--- src/query_table_pkg.sv ---
// Purpose: Constants and carriers for the flash query information table
// Assumes: Word addresses as seen in 16-bit operation
// Notes: Byte mode addresses are twice the word addresses
package query_table_pkg;

  localparam int ADDR_WIDTH = 8;
  localparam int DATA_WIDTH = 16;

  // Identification strings
  localparam logic [7:0] WA_ID_Q = 8'h10;
  localparam logic [7:0] WA_ID_R = 8'h11;
  localparam logic [7:0] WA_ID_Y = 8'h12;
  localparam logic [15:0] ID_Q = 16'h0051;
  localparam logic [15:0] ID_R = 16'h0052;
  localparam logic [15:0] ID_Y = 16'h0059;
  localparam logic [7:0] WA_CMDSET_LO = 8'h13;
  localparam logic [15:0] CMDSET_LO = 16'h0002;
  localparam logic [7:0] WA_EXT_LO = 8'h15;
  localparam logic [15:0] EXT_LO = 16'h0041;

  // Voltage fields
  localparam logic [7:0] WA_VCC_MIN = 8'h1B;
  localparam logic [15:0] VCC_MIN = 16'h0027;
  localparam logic [7:0] WA_VCC_MAX = 8'h1C;
  localparam logic [15:0] VCC_MAX = 16'h0036;
  localparam logic [7:0] WA_VPP_MIN = 8'h1D;
  localparam logic [15:0] VPP_MIN = 16'h00B5;
  localparam logic [7:0] WA_VPP_MAX = 8'h1E;
  localparam logic [15:0] VPP_MAX = 16'h00C5;

  // Timing fields
  localparam logic [7:0] WA_TYP_PROG = 8'h1F;
  localparam logic [15:0] TYP_PROG = 16'h0004;
  localparam logic [7:0] WA_TYP_SECT = 8'h21;
  localparam logic [15:0] TYP_SECT = 16'h000A;
  localparam logic [7:0] WA_TYP_CHIP = 8'h22;
  localparam logic [15:0] TYP_CHIP = 16'h0010;
  localparam logic [7:0] WA_MAX_PROG = 8'h23;
  localparam logic [15:0] MAX_PROG = 16'h0004;
  localparam logic [7:0] WA_MAX_SECT = 8'h25;
  localparam logic [15:0] MAX_SECT = 16'h0002;
  localparam logic [7:0] WA_MAX_CHIP = 8'h26;
  localparam logic [15:0] MAX_CHIP = 16'h0002;

  // Geometry
  localparam logic [7:0] WA_DEV_SIZE = 8'h27;
  localparam logic [15:0] DEV_SIZE = 16'h0015;
  localparam logic [7:0] WA_IFACE = 8'h28;
  localparam logic [15:0] IFACE = 16'h0002;
  localparam logic [7:0] WA_BUF_LO = 8'h2A;
  localparam logic [7:0] WA_BUF_HI = 8'h2B;
  localparam logic [15:0] BUF_NONE = 16'h0000;
  localparam logic [7:0] WA_REGIONS = 8'h2C;
  localparam logic [15:0] REGIONS = 16'h0002;
  localparam logic [7:0] WA_R0_CNT = 8'h2D;
  localparam logic [15:0] R0_CNT = 16'h001E;
  localparam logic [7:0] WA_R0_SIZE_HI = 8'h30;
  localparam logic [15:0] R0_SIZE_HI = 16'h0001;
  localparam logic [7:0] WA_R1_CNT = 8'h31;
  localparam logic [15:0] R1_CNT = 16'h0007;
  localparam logic [7:0] WA_R1_SIZE_LO = 8'h33;
  localparam logic [15:0] R1_SIZE_LO = 16'h0020;

  // Vendor extended table
  localparam logic [7:0] WA_PRI_P = 8'h41;
  localparam logic [7:0] WA_PRI_R = 8'h42;
  localparam logic [7:0] WA_PRI_I = 8'h43;
  localparam logic [15:0] PRI_P = 16'h0050;
  localparam logic [15:0] PRI_R = 16'h0052;
  localparam logic [15:0] PRI_I = 16'h0049;
  localparam logic [7:0] WA_VER_MAJ = 8'h44;
  localparam logic [15:0] VER_MAJ = 16'h0031;
  localparam logic [7:0] WA_VER_MIN = 8'h45;
  localparam logic [15:0] VER_MIN = 16'h0030;
  localparam logic [7:0] WA_FEATURES = 8'h46;
  localparam logic [15:0] FEATURES = 16'h0087;
  localparam logic [7:0] WA_BOOT = 8'h47;
  localparam int BOOT_BIT = 0;
  localparam logic [7:0] WA_BURST = 8'h48;
  localparam logic [2:0] BURST_CAPS = 3'h0;
  localparam logic [7:0] WA_PAGE = 8'h49;
  localparam logic [15:0] PAGE_CAPS = 16'h0000;
  localparam logic [7:0] WA_PROT_LOCK = 8'h4A;
  localparam logic [15:0] PROT_LOCK = 16'h0080;
  localparam logic [7:0] WA_PROT_FACT = 8'h4B;
  localparam logic [7:0] WA_PROT_USER = 8'h4C;
  localparam logic [15:0] PROT_EXP = 16'h0003;

  localparam logic [15:0] DATA_ZERO = 16'h0000;

  // Read request carrier
  typedef struct packed {
    logic strobe;
    logic byte_mode;
    logic [ADDR_WIDTH:0] addr;
  } read_req_type;

  // Read answer carrier
  typedef struct packed {
    logic valid;
    logic [DATA_WIDTH-1:0] data;
  } read_resp_type;

endpackage

--- src/flash_query_info_table.sv ---
// Purpose: Query information table read port of the flash
// Assumes: Requests come from logic on mclk_in; boot strap is a static pin
// Notes: Answer is registered, one cycle after the strobe
`timescale 1ns/1ps
module flash_query_info_table #(
  parameter bit BOTTOM_BOOT_DEFAULT = 1'b1
) (
  // Clock and reset
  input wire logic mclk_in,
  input wire logic rst_in,
  // Mode
  input wire logic query_mode_in,
  input wire logic boot_strap_in,
  // Read request
  input wire query_table_pkg::read_req_type req_in,
  // Read answer
  output query_table_pkg::read_resp_type resp_out,
  output logic bad_addr_out
);

  logic strap_meta_reg;
  logic strap_sync_reg;
  logic bottom_boot_reg;
  logic [7:0] word_addr;
  logic addr_odd;
  logic [15:0] rom_data;
  query_table_pkg::read_resp_type resp_next;

  // Strap crosses in from a pin, so two stages before use
  // Stages start at the default so the boot bit cannot dip after reset
  always_ff @(posedge mclk_in or posedge rst_in) begin
    if (rst_in) begin
      strap_meta_reg <= BOTTOM_BOOT_DEFAULT;
      strap_sync_reg <= BOTTOM_BOOT_DEFAULT;
    end else begin
      strap_meta_reg <= boot_strap_in;
      strap_sync_reg <= strap_meta_reg;
    end
  end

  // Boot placement held; default until the strap is synchronised
  always_ff @(posedge mclk_in or posedge rst_in) begin
    if (rst_in) begin
      bottom_boot_reg <= BOTTOM_BOOT_DEFAULT;
    end else begin
      bottom_boot_reg <= strap_sync_reg;
    end
  end

  // Byte mode drops the lane bit; odd byte addresses are flagged bad and read zero
  always_comb begin
    if (req_in.byte_mode) begin
      word_addr = req_in.addr[8:1];
      addr_odd = req_in.addr[0];
    end else begin
      word_addr = req_in.addr[7:0];
      addr_odd = req_in.addr[8];
    end
  end

  query_rom u_rom (
    .word_addr_in(word_addr),
    .bottom_boot_in(bottom_boot_reg),
    .data_out(rom_data)
  );

  always_comb begin
    resp_next.valid = req_in.strobe;
    resp_next.data = query_table_pkg::DATA_ZERO;
    if (req_in.strobe && query_mode_in && !addr_odd) begin
      resp_next.data = rom_data;
    end
  end

  // Outputs straight from flops
  always_ff @(posedge mclk_in or posedge rst_in) begin
    if (rst_in) begin
      resp_out <= '0;
      bad_addr_out <= 1'b0;
    end else begin
      resp_out <= resp_next;
      bad_addr_out <= req_in.strobe && (addr_odd || !query_mode_in);
    end
  end

  // Checks
  a_typ_prog_value: assert property (@(posedge mclk_in) disable iff (rst_in)
    (req_in.strobe && query_mode_in && !req_in.byte_mode && req_in.addr == 9'h01F)
    |=> resp_out.valid && resp_out.data == 16'h0004)
    else $error("typical program time wrong");
  a_typ_prog_byte: assert property (@(posedge mclk_in) disable iff (rst_in)
    (req_in.strobe && query_mode_in && req_in.byte_mode && req_in.addr == 9'h03E)
    |=> resp_out.valid && resp_out.data == 16'h0004)
    else $error("typical program time wrong in byte mode");
  a_sect_erase_value: assert property (@(posedge mclk_in) disable iff (rst_in)
    (req_in.strobe && query_mode_in && req_in.byte_mode && req_in.addr == 9'h042)
    |=> resp_out.data == 16'h000A)
    else $error("typical sector erase wrong");
  a_sect_erase_word: assert property (@(posedge mclk_in) disable iff (rst_in)
    (req_in.strobe && query_mode_in && !req_in.byte_mode && req_in.addr == 9'h021)
    |=> resp_out.data == 16'h000A)
    else $error("typical sector erase wrong in word mode");
  a_chip_erase_value: assert property (@(posedge mclk_in) disable iff (rst_in)
    (req_in.strobe && query_mode_in && !req_in.byte_mode && req_in.addr == 9'h022)
    |=> resp_out.data == 16'h0010)
    else $error("typical chip erase wrong");
  a_chip_erase_byte: assert property (@(posedge mclk_in) disable iff (rst_in)
    (req_in.strobe && query_mode_in && req_in.byte_mode && req_in.addr == 9'h044)
    |=> resp_out.data == 16'h0010)
    else $error("typical chip erase wrong in byte mode");
  a_max_prog_value: assert property (@(posedge mclk_in) disable iff (rst_in)
    (req_in.strobe && query_mode_in && req_in.byte_mode && req_in.addr == 9'h046)
    |=> resp_out.data == 16'h0004)
    else $error("program factor wrong");
  a_max_prog_word: assert property (@(posedge mclk_in) disable iff (rst_in)
    (req_in.strobe && query_mode_in && !req_in.byte_mode && req_in.addr == 9'h023)
    |=> resp_out.data == 16'h0004)
    else $error("program factor wrong in word mode");
  a_max_sect_value: assert property (@(posedge mclk_in) disable iff (rst_in)
    (req_in.strobe && query_mode_in && req_in.byte_mode && req_in.addr == 9'h04A)
    |=> resp_out.data == 16'h0002)
    else $error("sector factor wrong");
  a_max_sect_word: assert property (@(posedge mclk_in) disable iff (rst_in)
    (req_in.strobe && query_mode_in && !req_in.byte_mode && req_in.addr == 9'h025)
    |=> resp_out.data == 16'h0002)
    else $error("sector factor wrong in word mode");
  a_max_chip_value: assert property (@(posedge mclk_in) disable iff (rst_in)
    (req_in.strobe && query_mode_in && !req_in.byte_mode && req_in.addr == 9'h026)
    |=> resp_out.data == 16'h0002)
    else $error("chip factor wrong");
  a_max_chip_byte: assert property (@(posedge mclk_in) disable iff (rst_in)
    (req_in.strobe && query_mode_in && req_in.byte_mode && req_in.addr == 9'h04C)
    |=> resp_out.data == 16'h0002)
    else $error("chip factor wrong in byte mode");
  a_no_buffer_words: assert property (@(posedge mclk_in) disable iff (rst_in)
    (req_in.strobe && !req_in.byte_mode && (req_in.addr == 9'h02A || req_in.addr == 9'h02B))
    |=> resp_out.valid && resp_out.data == 16'h0000)
    else $error("buffer words not zero");
  a_no_buffer_bytes: assert property (@(posedge mclk_in) disable iff (rst_in)
    (req_in.strobe && query_mode_in && req_in.byte_mode
     && (req_in.addr == 9'h054 || req_in.addr == 9'h056))
    |=> resp_out.valid && !bad_addr_out && resp_out.data == 16'h0000)
    else $error("buffer bytes not zero");
  a_major_version: assert property (@(posedge mclk_in) disable iff (rst_in)
    (req_in.strobe && query_mode_in && req_in.byte_mode && req_in.addr == 9'h088)
    |=> resp_out.data == 16'h0031)
    else $error("major version wrong");
  a_major_word: assert property (@(posedge mclk_in) disable iff (rst_in)
    (req_in.strobe && query_mode_in && !req_in.byte_mode && req_in.addr == 9'h044)
    |=> resp_out.data == 16'h0031)
    else $error("major version wrong in word mode");
  a_minor_version: assert property (@(posedge mclk_in) disable iff (rst_in)
    (req_in.strobe && query_mode_in && !req_in.byte_mode && req_in.addr == 9'h045)
    |=> resp_out.data == 16'h0030)
    else $error("minor version wrong");
  a_minor_byte: assert property (@(posedge mclk_in) disable iff (rst_in)
    (req_in.strobe && query_mode_in && req_in.byte_mode && req_in.addr == 9'h08A)
    |=> resp_out.data == 16'h0030)
    else $error("minor version wrong in byte mode");
  a_feature_word: assert property (@(posedge mclk_in) disable iff (rst_in)
    (req_in.strobe && query_mode_in && !req_in.byte_mode && req_in.addr == 9'h046)
    |=> resp_out.data == 16'h0087)
    else $error("feature word wrong");
  a_feature_byte: assert property (@(posedge mclk_in) disable iff (rst_in)
    (req_in.strobe && query_mode_in && req_in.byte_mode && req_in.addr == 9'h08C)
    |=> resp_out.data == 16'h0087)
    else $error("feature word wrong in byte mode");
  a_boot_placement: assert property (@(posedge mclk_in) disable iff (rst_in)
    (req_in.strobe && query_mode_in && !req_in.byte_mode && req_in.addr == 9'h047)
    |=> resp_out.data[15:1] == 15'h0000 && resp_out.data[0] == $past(bottom_boot_reg))
    else $error("boot placement wrong");
  a_boot_byte: assert property (@(posedge mclk_in) disable iff (rst_in)
    (req_in.strobe && query_mode_in && req_in.byte_mode && req_in.addr == 9'h08E)
    |=> resp_out.data == {15'h0000, $past(bottom_boot_reg)})
    else $error("boot placement wrong in byte mode");
  a_burst_caps: assert property (@(posedge mclk_in) disable iff (rst_in)
    (req_in.strobe && !req_in.byte_mode && req_in.addr == 9'h048)
    |=> resp_out.data[15:3] == 13'h0000)
    else $error("burst undefined bits set");
  a_burst_byte: assert property (@(posedge mclk_in) disable iff (rst_in)
    (req_in.strobe && query_mode_in && req_in.byte_mode && req_in.addr == 9'h090)
    |=> resp_out.valid && !bad_addr_out && resp_out.data[15:3] == 13'h0000)
    else $error("burst undefined bits set in byte mode");
  a_page_caps: assert property (@(posedge mclk_in) disable iff (rst_in)
    (req_in.strobe && req_in.byte_mode && req_in.addr == 9'h092)
    |=> resp_out.data == 16'h0000)
    else $error("page caps wrong");
  a_page_word: assert property (@(posedge mclk_in) disable iff (rst_in)
    (req_in.strobe && query_mode_in && !req_in.byte_mode && req_in.addr == 9'h049)
    |=> resp_out.valid && !bad_addr_out && resp_out.data == 16'h0000)
    else $error("page caps wrong in word mode");
  a_lock_location: assert property (@(posedge mclk_in) disable iff (rst_in)
    (req_in.strobe && query_mode_in && req_in.byte_mode && req_in.addr == 9'h094)
    |=> resp_out.data == 16'h0080)
    else $error("lock location wrong");
  a_lock_word: assert property (@(posedge mclk_in) disable iff (rst_in)
    (req_in.strobe && query_mode_in && !req_in.byte_mode && req_in.addr == 9'h04A)
    |=> resp_out.data == 16'h0080)
    else $error("lock location wrong in word mode");
  a_prot_exponents: assert property (@(posedge mclk_in) disable iff (rst_in)
    (req_in.strobe && query_mode_in && !req_in.byte_mode
     && (req_in.addr == 9'h04B || req_in.addr == 9'h04C))
    |=> resp_out.data == 16'h0003)
    else $error("protection exponent wrong");
  a_prot_bytes: assert property (@(posedge mclk_in) disable iff (rst_in)
    (req_in.strobe && query_mode_in && req_in.byte_mode
     && (req_in.addr == 9'h096 || req_in.addr == 9'h098))
    |=> resp_out.data == 16'h0003)
    else $error("protection exponent wrong in byte mode");
  a_mode_same_data: assert property (@(posedge mclk_in) disable iff (rst_in)
    (req_in.strobe && query_mode_in && req_in.byte_mode && !req_in.addr[0])
    ##1 (req_in.strobe && query_mode_in && !req_in.byte_mode
         && req_in.addr == {1'b0, $past(req_in.addr[8:1])})
    |=> resp_out.data == $past(resp_out.data))
    else $error("byte and word data differ");
  a_odd_byte_refused: assert property (@(posedge mclk_in) disable iff (rst_in)
    (req_in.strobe && req_in.byte_mode && req_in.addr[0])
    |=> resp_out.valid && bad_addr_out && resp_out.data == 16'h0000)
    else $error("odd byte address not refused");
  a_word_high_refused: assert property (@(posedge mclk_in) disable iff (rst_in)
    (req_in.strobe && !req_in.byte_mode && req_in.addr[8])
    |=> resp_out.valid && bad_addr_out && resp_out.data == 16'h0000)
    else $error("word address above range not refused");
  a_mode_refused: assert property (@(posedge mclk_in) disable iff (rst_in)
    (req_in.strobe && !query_mode_in)
    |=> resp_out.valid && bad_addr_out && resp_out.data == 16'h0000)
    else $error("read outside query mode not refused");
  a_answer_pulse: assert property (@(posedge mclk_in) disable iff (rst_in)
    req_in.strobe |=> resp_out.valid)
    else $error("answer valid missing");
  a_idle_quiet: assert property (@(posedge mclk_in) disable iff (rst_in)
    !req_in.strobe |=> !resp_out.valid && !bad_addr_out && resp_out.data == 16'h0000)
    else $error("answer without request");
  a_query_string: assert property (@(posedge mclk_in) disable iff (rst_in)
    (req_in.strobe && query_mode_in && !req_in.byte_mode && req_in.addr == 9'h010)
    |=> resp_out.data == 16'h0051)
    else $error("query string wrong");
  a_query_tail: assert property (@(posedge mclk_in) disable iff (rst_in)
    (req_in.strobe && query_mode_in && !req_in.byte_mode && req_in.addr == 9'h012)
    |=> resp_out.data == 16'h0059)
    else $error("query string tail wrong");
  a_ext_string: assert property (@(posedge mclk_in) disable iff (rst_in)
    (req_in.strobe && query_mode_in && !req_in.byte_mode && req_in.addr == 9'h041)
    |=> resp_out.data == 16'h0050)
    else $error("extended table string wrong");
  a_region_count: assert property (@(posedge mclk_in) disable iff (rst_in)
    (req_in.strobe && query_mode_in && !req_in.byte_mode && req_in.addr == 9'h02D)
    |=> resp_out.data == 16'h001E)
    else $error("region count wrong");
  a_small_region: assert property (@(posedge mclk_in) disable iff (rst_in)
    (req_in.strobe && query_mode_in && !req_in.byte_mode
     && (req_in.addr == 9'h031 || req_in.addr == 9'h033))
    |=> resp_out.data == (req_in.addr == 9'h031 ? 16'h0020 : 16'h0007)
        || resp_out.data == ($past(req_in.addr) == 9'h031 ? 16'h0007 : 16'h0020))
    else $error("small region fields wrong");

endmodule

--- src/query_rom.sv ---
// Purpose: Combinational lookup of the query table by word address
// Assumes: Address already reduced to word form
// Notes: Unlisted addresses read zero
`timescale 1ns/1ps
module query_rom (
  // Lookup
  input wire logic [7:0] word_addr_in,
  input wire logic bottom_boot_in,
  output logic [15:0] data_out
);

  always_comb begin
    case (word_addr_in)
      query_table_pkg::WA_ID_Q: data_out = query_table_pkg::ID_Q;
      query_table_pkg::WA_ID_R: data_out = query_table_pkg::ID_R;
      query_table_pkg::WA_ID_Y: data_out = query_table_pkg::ID_Y;
      query_table_pkg::WA_CMDSET_LO: data_out = query_table_pkg::CMDSET_LO;
      query_table_pkg::WA_EXT_LO: data_out = query_table_pkg::EXT_LO;
      query_table_pkg::WA_VCC_MIN: data_out = query_table_pkg::VCC_MIN;
      query_table_pkg::WA_VCC_MAX: data_out = query_table_pkg::VCC_MAX;
      query_table_pkg::WA_VPP_MIN: data_out = query_table_pkg::VPP_MIN;
      query_table_pkg::WA_VPP_MAX: data_out = query_table_pkg::VPP_MAX;
      query_table_pkg::WA_TYP_PROG: data_out = query_table_pkg::TYP_PROG;
      query_table_pkg::WA_TYP_SECT: data_out = query_table_pkg::TYP_SECT;
      query_table_pkg::WA_TYP_CHIP: data_out = query_table_pkg::TYP_CHIP;
      query_table_pkg::WA_MAX_PROG: data_out = query_table_pkg::MAX_PROG;
      query_table_pkg::WA_MAX_SECT: data_out = query_table_pkg::MAX_SECT;
      query_table_pkg::WA_MAX_CHIP: data_out = query_table_pkg::MAX_CHIP;
      query_table_pkg::WA_DEV_SIZE: data_out = query_table_pkg::DEV_SIZE;
      query_table_pkg::WA_IFACE: data_out = query_table_pkg::IFACE;
      query_table_pkg::WA_BUF_LO: data_out = query_table_pkg::BUF_NONE;
      query_table_pkg::WA_BUF_HI: data_out = query_table_pkg::BUF_NONE;
      query_table_pkg::WA_REGIONS: data_out = query_table_pkg::REGIONS;
      query_table_pkg::WA_R0_CNT: data_out = query_table_pkg::R0_CNT;
      query_table_pkg::WA_R0_SIZE_HI: data_out = query_table_pkg::R0_SIZE_HI;
      query_table_pkg::WA_R1_CNT: data_out = query_table_pkg::R1_CNT;
      query_table_pkg::WA_R1_SIZE_LO: data_out = query_table_pkg::R1_SIZE_LO;
      query_table_pkg::WA_PRI_P: data_out = query_table_pkg::PRI_P;
      query_table_pkg::WA_PRI_R: data_out = query_table_pkg::PRI_R;
      query_table_pkg::WA_PRI_I: data_out = query_table_pkg::PRI_I;
      query_table_pkg::WA_VER_MAJ: data_out = query_table_pkg::VER_MAJ;
      query_table_pkg::WA_VER_MIN: data_out = query_table_pkg::VER_MIN;
      query_table_pkg::WA_FEATURES: data_out = query_table_pkg::FEATURES;
      query_table_pkg::WA_BOOT: data_out = {15'h0000, bottom_boot_in};
      query_table_pkg::WA_BURST: data_out = {13'h0000, query_table_pkg::BURST_CAPS};
      query_table_pkg::WA_PAGE: data_out = query_table_pkg::PAGE_CAPS;
      query_table_pkg::WA_PROT_LOCK: data_out = query_table_pkg::PROT_LOCK;
      query_table_pkg::WA_PROT_FACT: data_out = query_table_pkg::PROT_EXP;
      query_table_pkg::WA_PROT_USER: data_out = query_table_pkg::PROT_EXP;
      default: data_out = query_table_pkg::DATA_ZERO;
    endcase
  end

endmodule

--- config.mk ---
export PLATFORM = sky130hd
export DESIGN_NAME = flash_query_info_table
export DESIGN_NICKNAME = d
export VERILOG_FILES = /design/src/query_table_pkg.sv /design/src/flash_query_info_table.sv /design/src/query_rom.sv
export SDC_FILE = /design/constraint.sdc
export NUM_CORES = 1
export LEC_CHECK = 0
export ABC_AREA = 1
export BUFFER_PORTS_ARGS = -buffer_cell sky130_fd_sc_hd__buf_2
export CAP_MARGIN = 15
export CORE_MARGIN = 2
export CORE_UTILIZATION = 40
export DETAILED_ROUTE_END_ITERATION = 8
export HOLD_SLACK_MARGIN = 0.05
export PLACE_DENSITY_LB_ADDON = 0.3
export SLEW_MARGIN = 15
export SYNTH_ARGS = -nofsm -noshare
export SYNTH_HDL_FRONTEND = slang
export SYNTH_HIERARCHICAL = 1
export SYNTH_SLANG_ARGS = --single-unit
--- constraint.sdc ---
create_clock -name mclk_in -period 3 [get_ports mclk_in]
set_clock_uncertainty 0.05 [all_clocks]
set_input_delay 0 -clock mclk_in [delete_from_list [all_inputs] [get_ports mclk_in]]
set_output_delay 0 -clock mclk_in [all_outputs]
set_load 0.05 [all_outputs]
==> results.cfg <==
[place]
globalplace.congestion = 0.903
dp_hpwl_mm = 2.48
placed_cells = 306
dpl_cell_area_um2 = 1670
port_buffers = 32

[timing]
min_period_over_period = 0.469
hold_viol = 0
fin_tns_setup_ns = 0
clock.fmax_mhz = 710
slew_headroom = 0.507
fin_hold_ws_ns = 0.0486
rsz0062_at_grt = false
slew_violations = 0
setup-violations-final = 0
tightest_slew_ns = 0.739
fin_crit_ns = 1.41

[pwr]
peakVddDrop_mv = 0.277
p_per_area_nw_per_um2 = 353
power_leakage_nw = 0.966

[floorplanning]
die_y_um = 65.4
io_pins = 33
start_util = 0.415
die_w_um = 65.4
fp.coreArea_um2 = 3630
rows = 22
die_area_um2 = 4280

[drt]
ant_nets = 0
drt_iter0_markers = 75
vias = 1370
wl_per_cell_um = 9.48
drt_pass1_iterations = 4
vias_per_cell = 4.36
drc = 0
drt-total-wl_mm = 2.98

[worst_setup_path]
critPathKind = in -> reg
crit_chain = buf_2 > inv_6 > o21ai_0 > nand2_1 > nor2_2 > nand3_1 > nand2_1 > nor2_1 > nand3_1 > inv_1 > nor2_1
worst_ep_arrival_time_ns = 1.54
end_kind = flip-flop
crit_slowest_cell = o21ai_0
cp_data_required_time_ns = 3.13
slowest_delay_ns = 0.32
startpoint_type = input port
crit_path_max_fanout = 10

[synth]
syn_avg_cell_area_um2 = 6.59
seq_area_frac_synth = 0.351
synthCells = 229
ys_ff_latch = 21
yosys_warnings = 6
synth_cell_types = 25
synth.cell_area_um2 = 1510

[clock_network]
cts-resized-gates = 0
clk_latency_ns = 0.25
cts_root_buffer = clkbuf_8
clk_path_buf_depth = 2
clock-sinks = 21
cts_made_buffers = 3
htreeDepth = 1
cts_tree = done
post_cts_buffers = 0
clkSlewWorstSetupHoldPaths_ns = 0.07

[flow_run]
cap_violations = 0

[layout]
multi_input_area_um2 = 782
fin_area_um2 = 1760
fill_cells = 398
largest_register_ffs = 17
regMostFlops = resp_out
layout_commonest_cell = nand2_1
drive_above_1_share = 0.267
fin_nets = 282
insertedDiodeCount = 0
final_cells = 314
seq_area_um2 = 529
final_cell_mix = nand2_1 (66), nor2_1 (42), buf_2 (32), inv_1 (29), dfrtp_1 (18)
synthToLayoutAreaGrowth_pct = 16.5

[global_route]
grt_pass1_wl_mm = 5.14
grt_max_degree = 22
grt_pass1_vias = 1237
antenna_found_initial = 0
grt_overflow_total = 0
grt_use_total = 0.154

[hold_path]
hold_path.class = in -> reg

[run_status]
status = finished clean
-- final cells by class --
cell class,count,share of cell area
clock buffer,4,0.0256
tap,48,0.0342
timing repair buffer,36,0.114
sequential,21,0.301
inverter,36,0.0804
multi-input combinational,169,0.445
-- final timing paths --
| path | startpoint | cells after the start | slack [ns] | end |
|---|---|---|---|---|
| max in group asynchronous | rst_in | 3 | 2.07 | resp_out[5]$_DFF_PP0_ |
| min | req_in[8] | 5 | 0.05 | bad_addr_out$_DFF_PP0_ |
| max | req_in[9] | 11 | 1.59 | resp_out[2]$_DFF_PP0_ |
| min in group asynchronous | rst_in | 3 | 0.37 | resp_out[11]$_DFF_PP0_ |
| min reg2reg | strap_sync_reg$_DFF_PP1_ | 0 | 0.31 | bottom_boot_reg$_DFF_PP1_ |
| max reg2reg | bottom_boot_reg$_DFF_PP1_ | 6 | 1.99 | resp_out[0]$_DFF_PP0_ |
-- power breakdown --
group          total, W  leakage, nW  switching (W)  internal (W)
Sequential     0.000294        0.277     0.00000189      0.000292
Combinational  0.000153        0.667       0.000110     0.0000424
Clock          0.000174       0.0228      0.0000796     0.0000942
-- cells by family (layout without fill, tap and decap cells) --
| group | after synthesis | after routing | share of synthesized area |
|---|---|---|---|
| buf+inv | 46 | 76 | 0.148 |
| other cells | 1 | 8 | 0.00249 |
| simple gates | 147 | 147 | 0.449 |
| flops | 21 | 21 | 0.351 |
| compound gates | 14 | 14 | 0.0489 |
-- routing by layer --
layer / track usage / share of wire / up-vias
met1: 0.189 / 0.43 / 583
met5: 0 / 0 / -
li1: - / - / 742
met4: 0.0286 / 0.0050 / 0
met3: 0.0274 / 0.059 / 2
met2: 0.283 / 0.50 / 43
-- critical path, delay by kind of cell --
family	cells	cell delay [ns]
simple gates	7	0.89
compound gates	1	0.32
buf+inv	3	0.31
-- through the flow --
step / worst slack (ns) / util / total power (W)
6_report: 1.59 / 0.484 / 0.000621
5_1_grt: 1.38 / 0.484 / 0.000663
4_1_cts: 1.61 / 0.484 / 0.000630
3_5_place_dp: 1.34 / 0.460 / 0.000449
3_3_place_gp: 1.36 / 0.460 / 0.000450
2_1_floorplan: 1.69 / - / 0.000424
-- cell usage after synthesis, drive strengths merged --
master	n	area share
clkinv	1	0.0033
a21oi	5	0.019
nand3	12	0.051
and2	1	0.0041
o21ai	9	0.030
nor3	1	0.0033
dfrtp	18	0.30
conb	1	0.0025
nor2	58	0.18
dfstp	3	0.052
nand2	73	0.20
buf	10	0.055
nand3b	2	0.0099
inv	35	0.090
-- timing repair --
action / in CTS / in global routing
endpoints found under the setup margin: 0 / 0
endpoints found under the hold margin: 21 / 0
hold buffers: 4 / 0
Power figures use the tool's default switching activity.
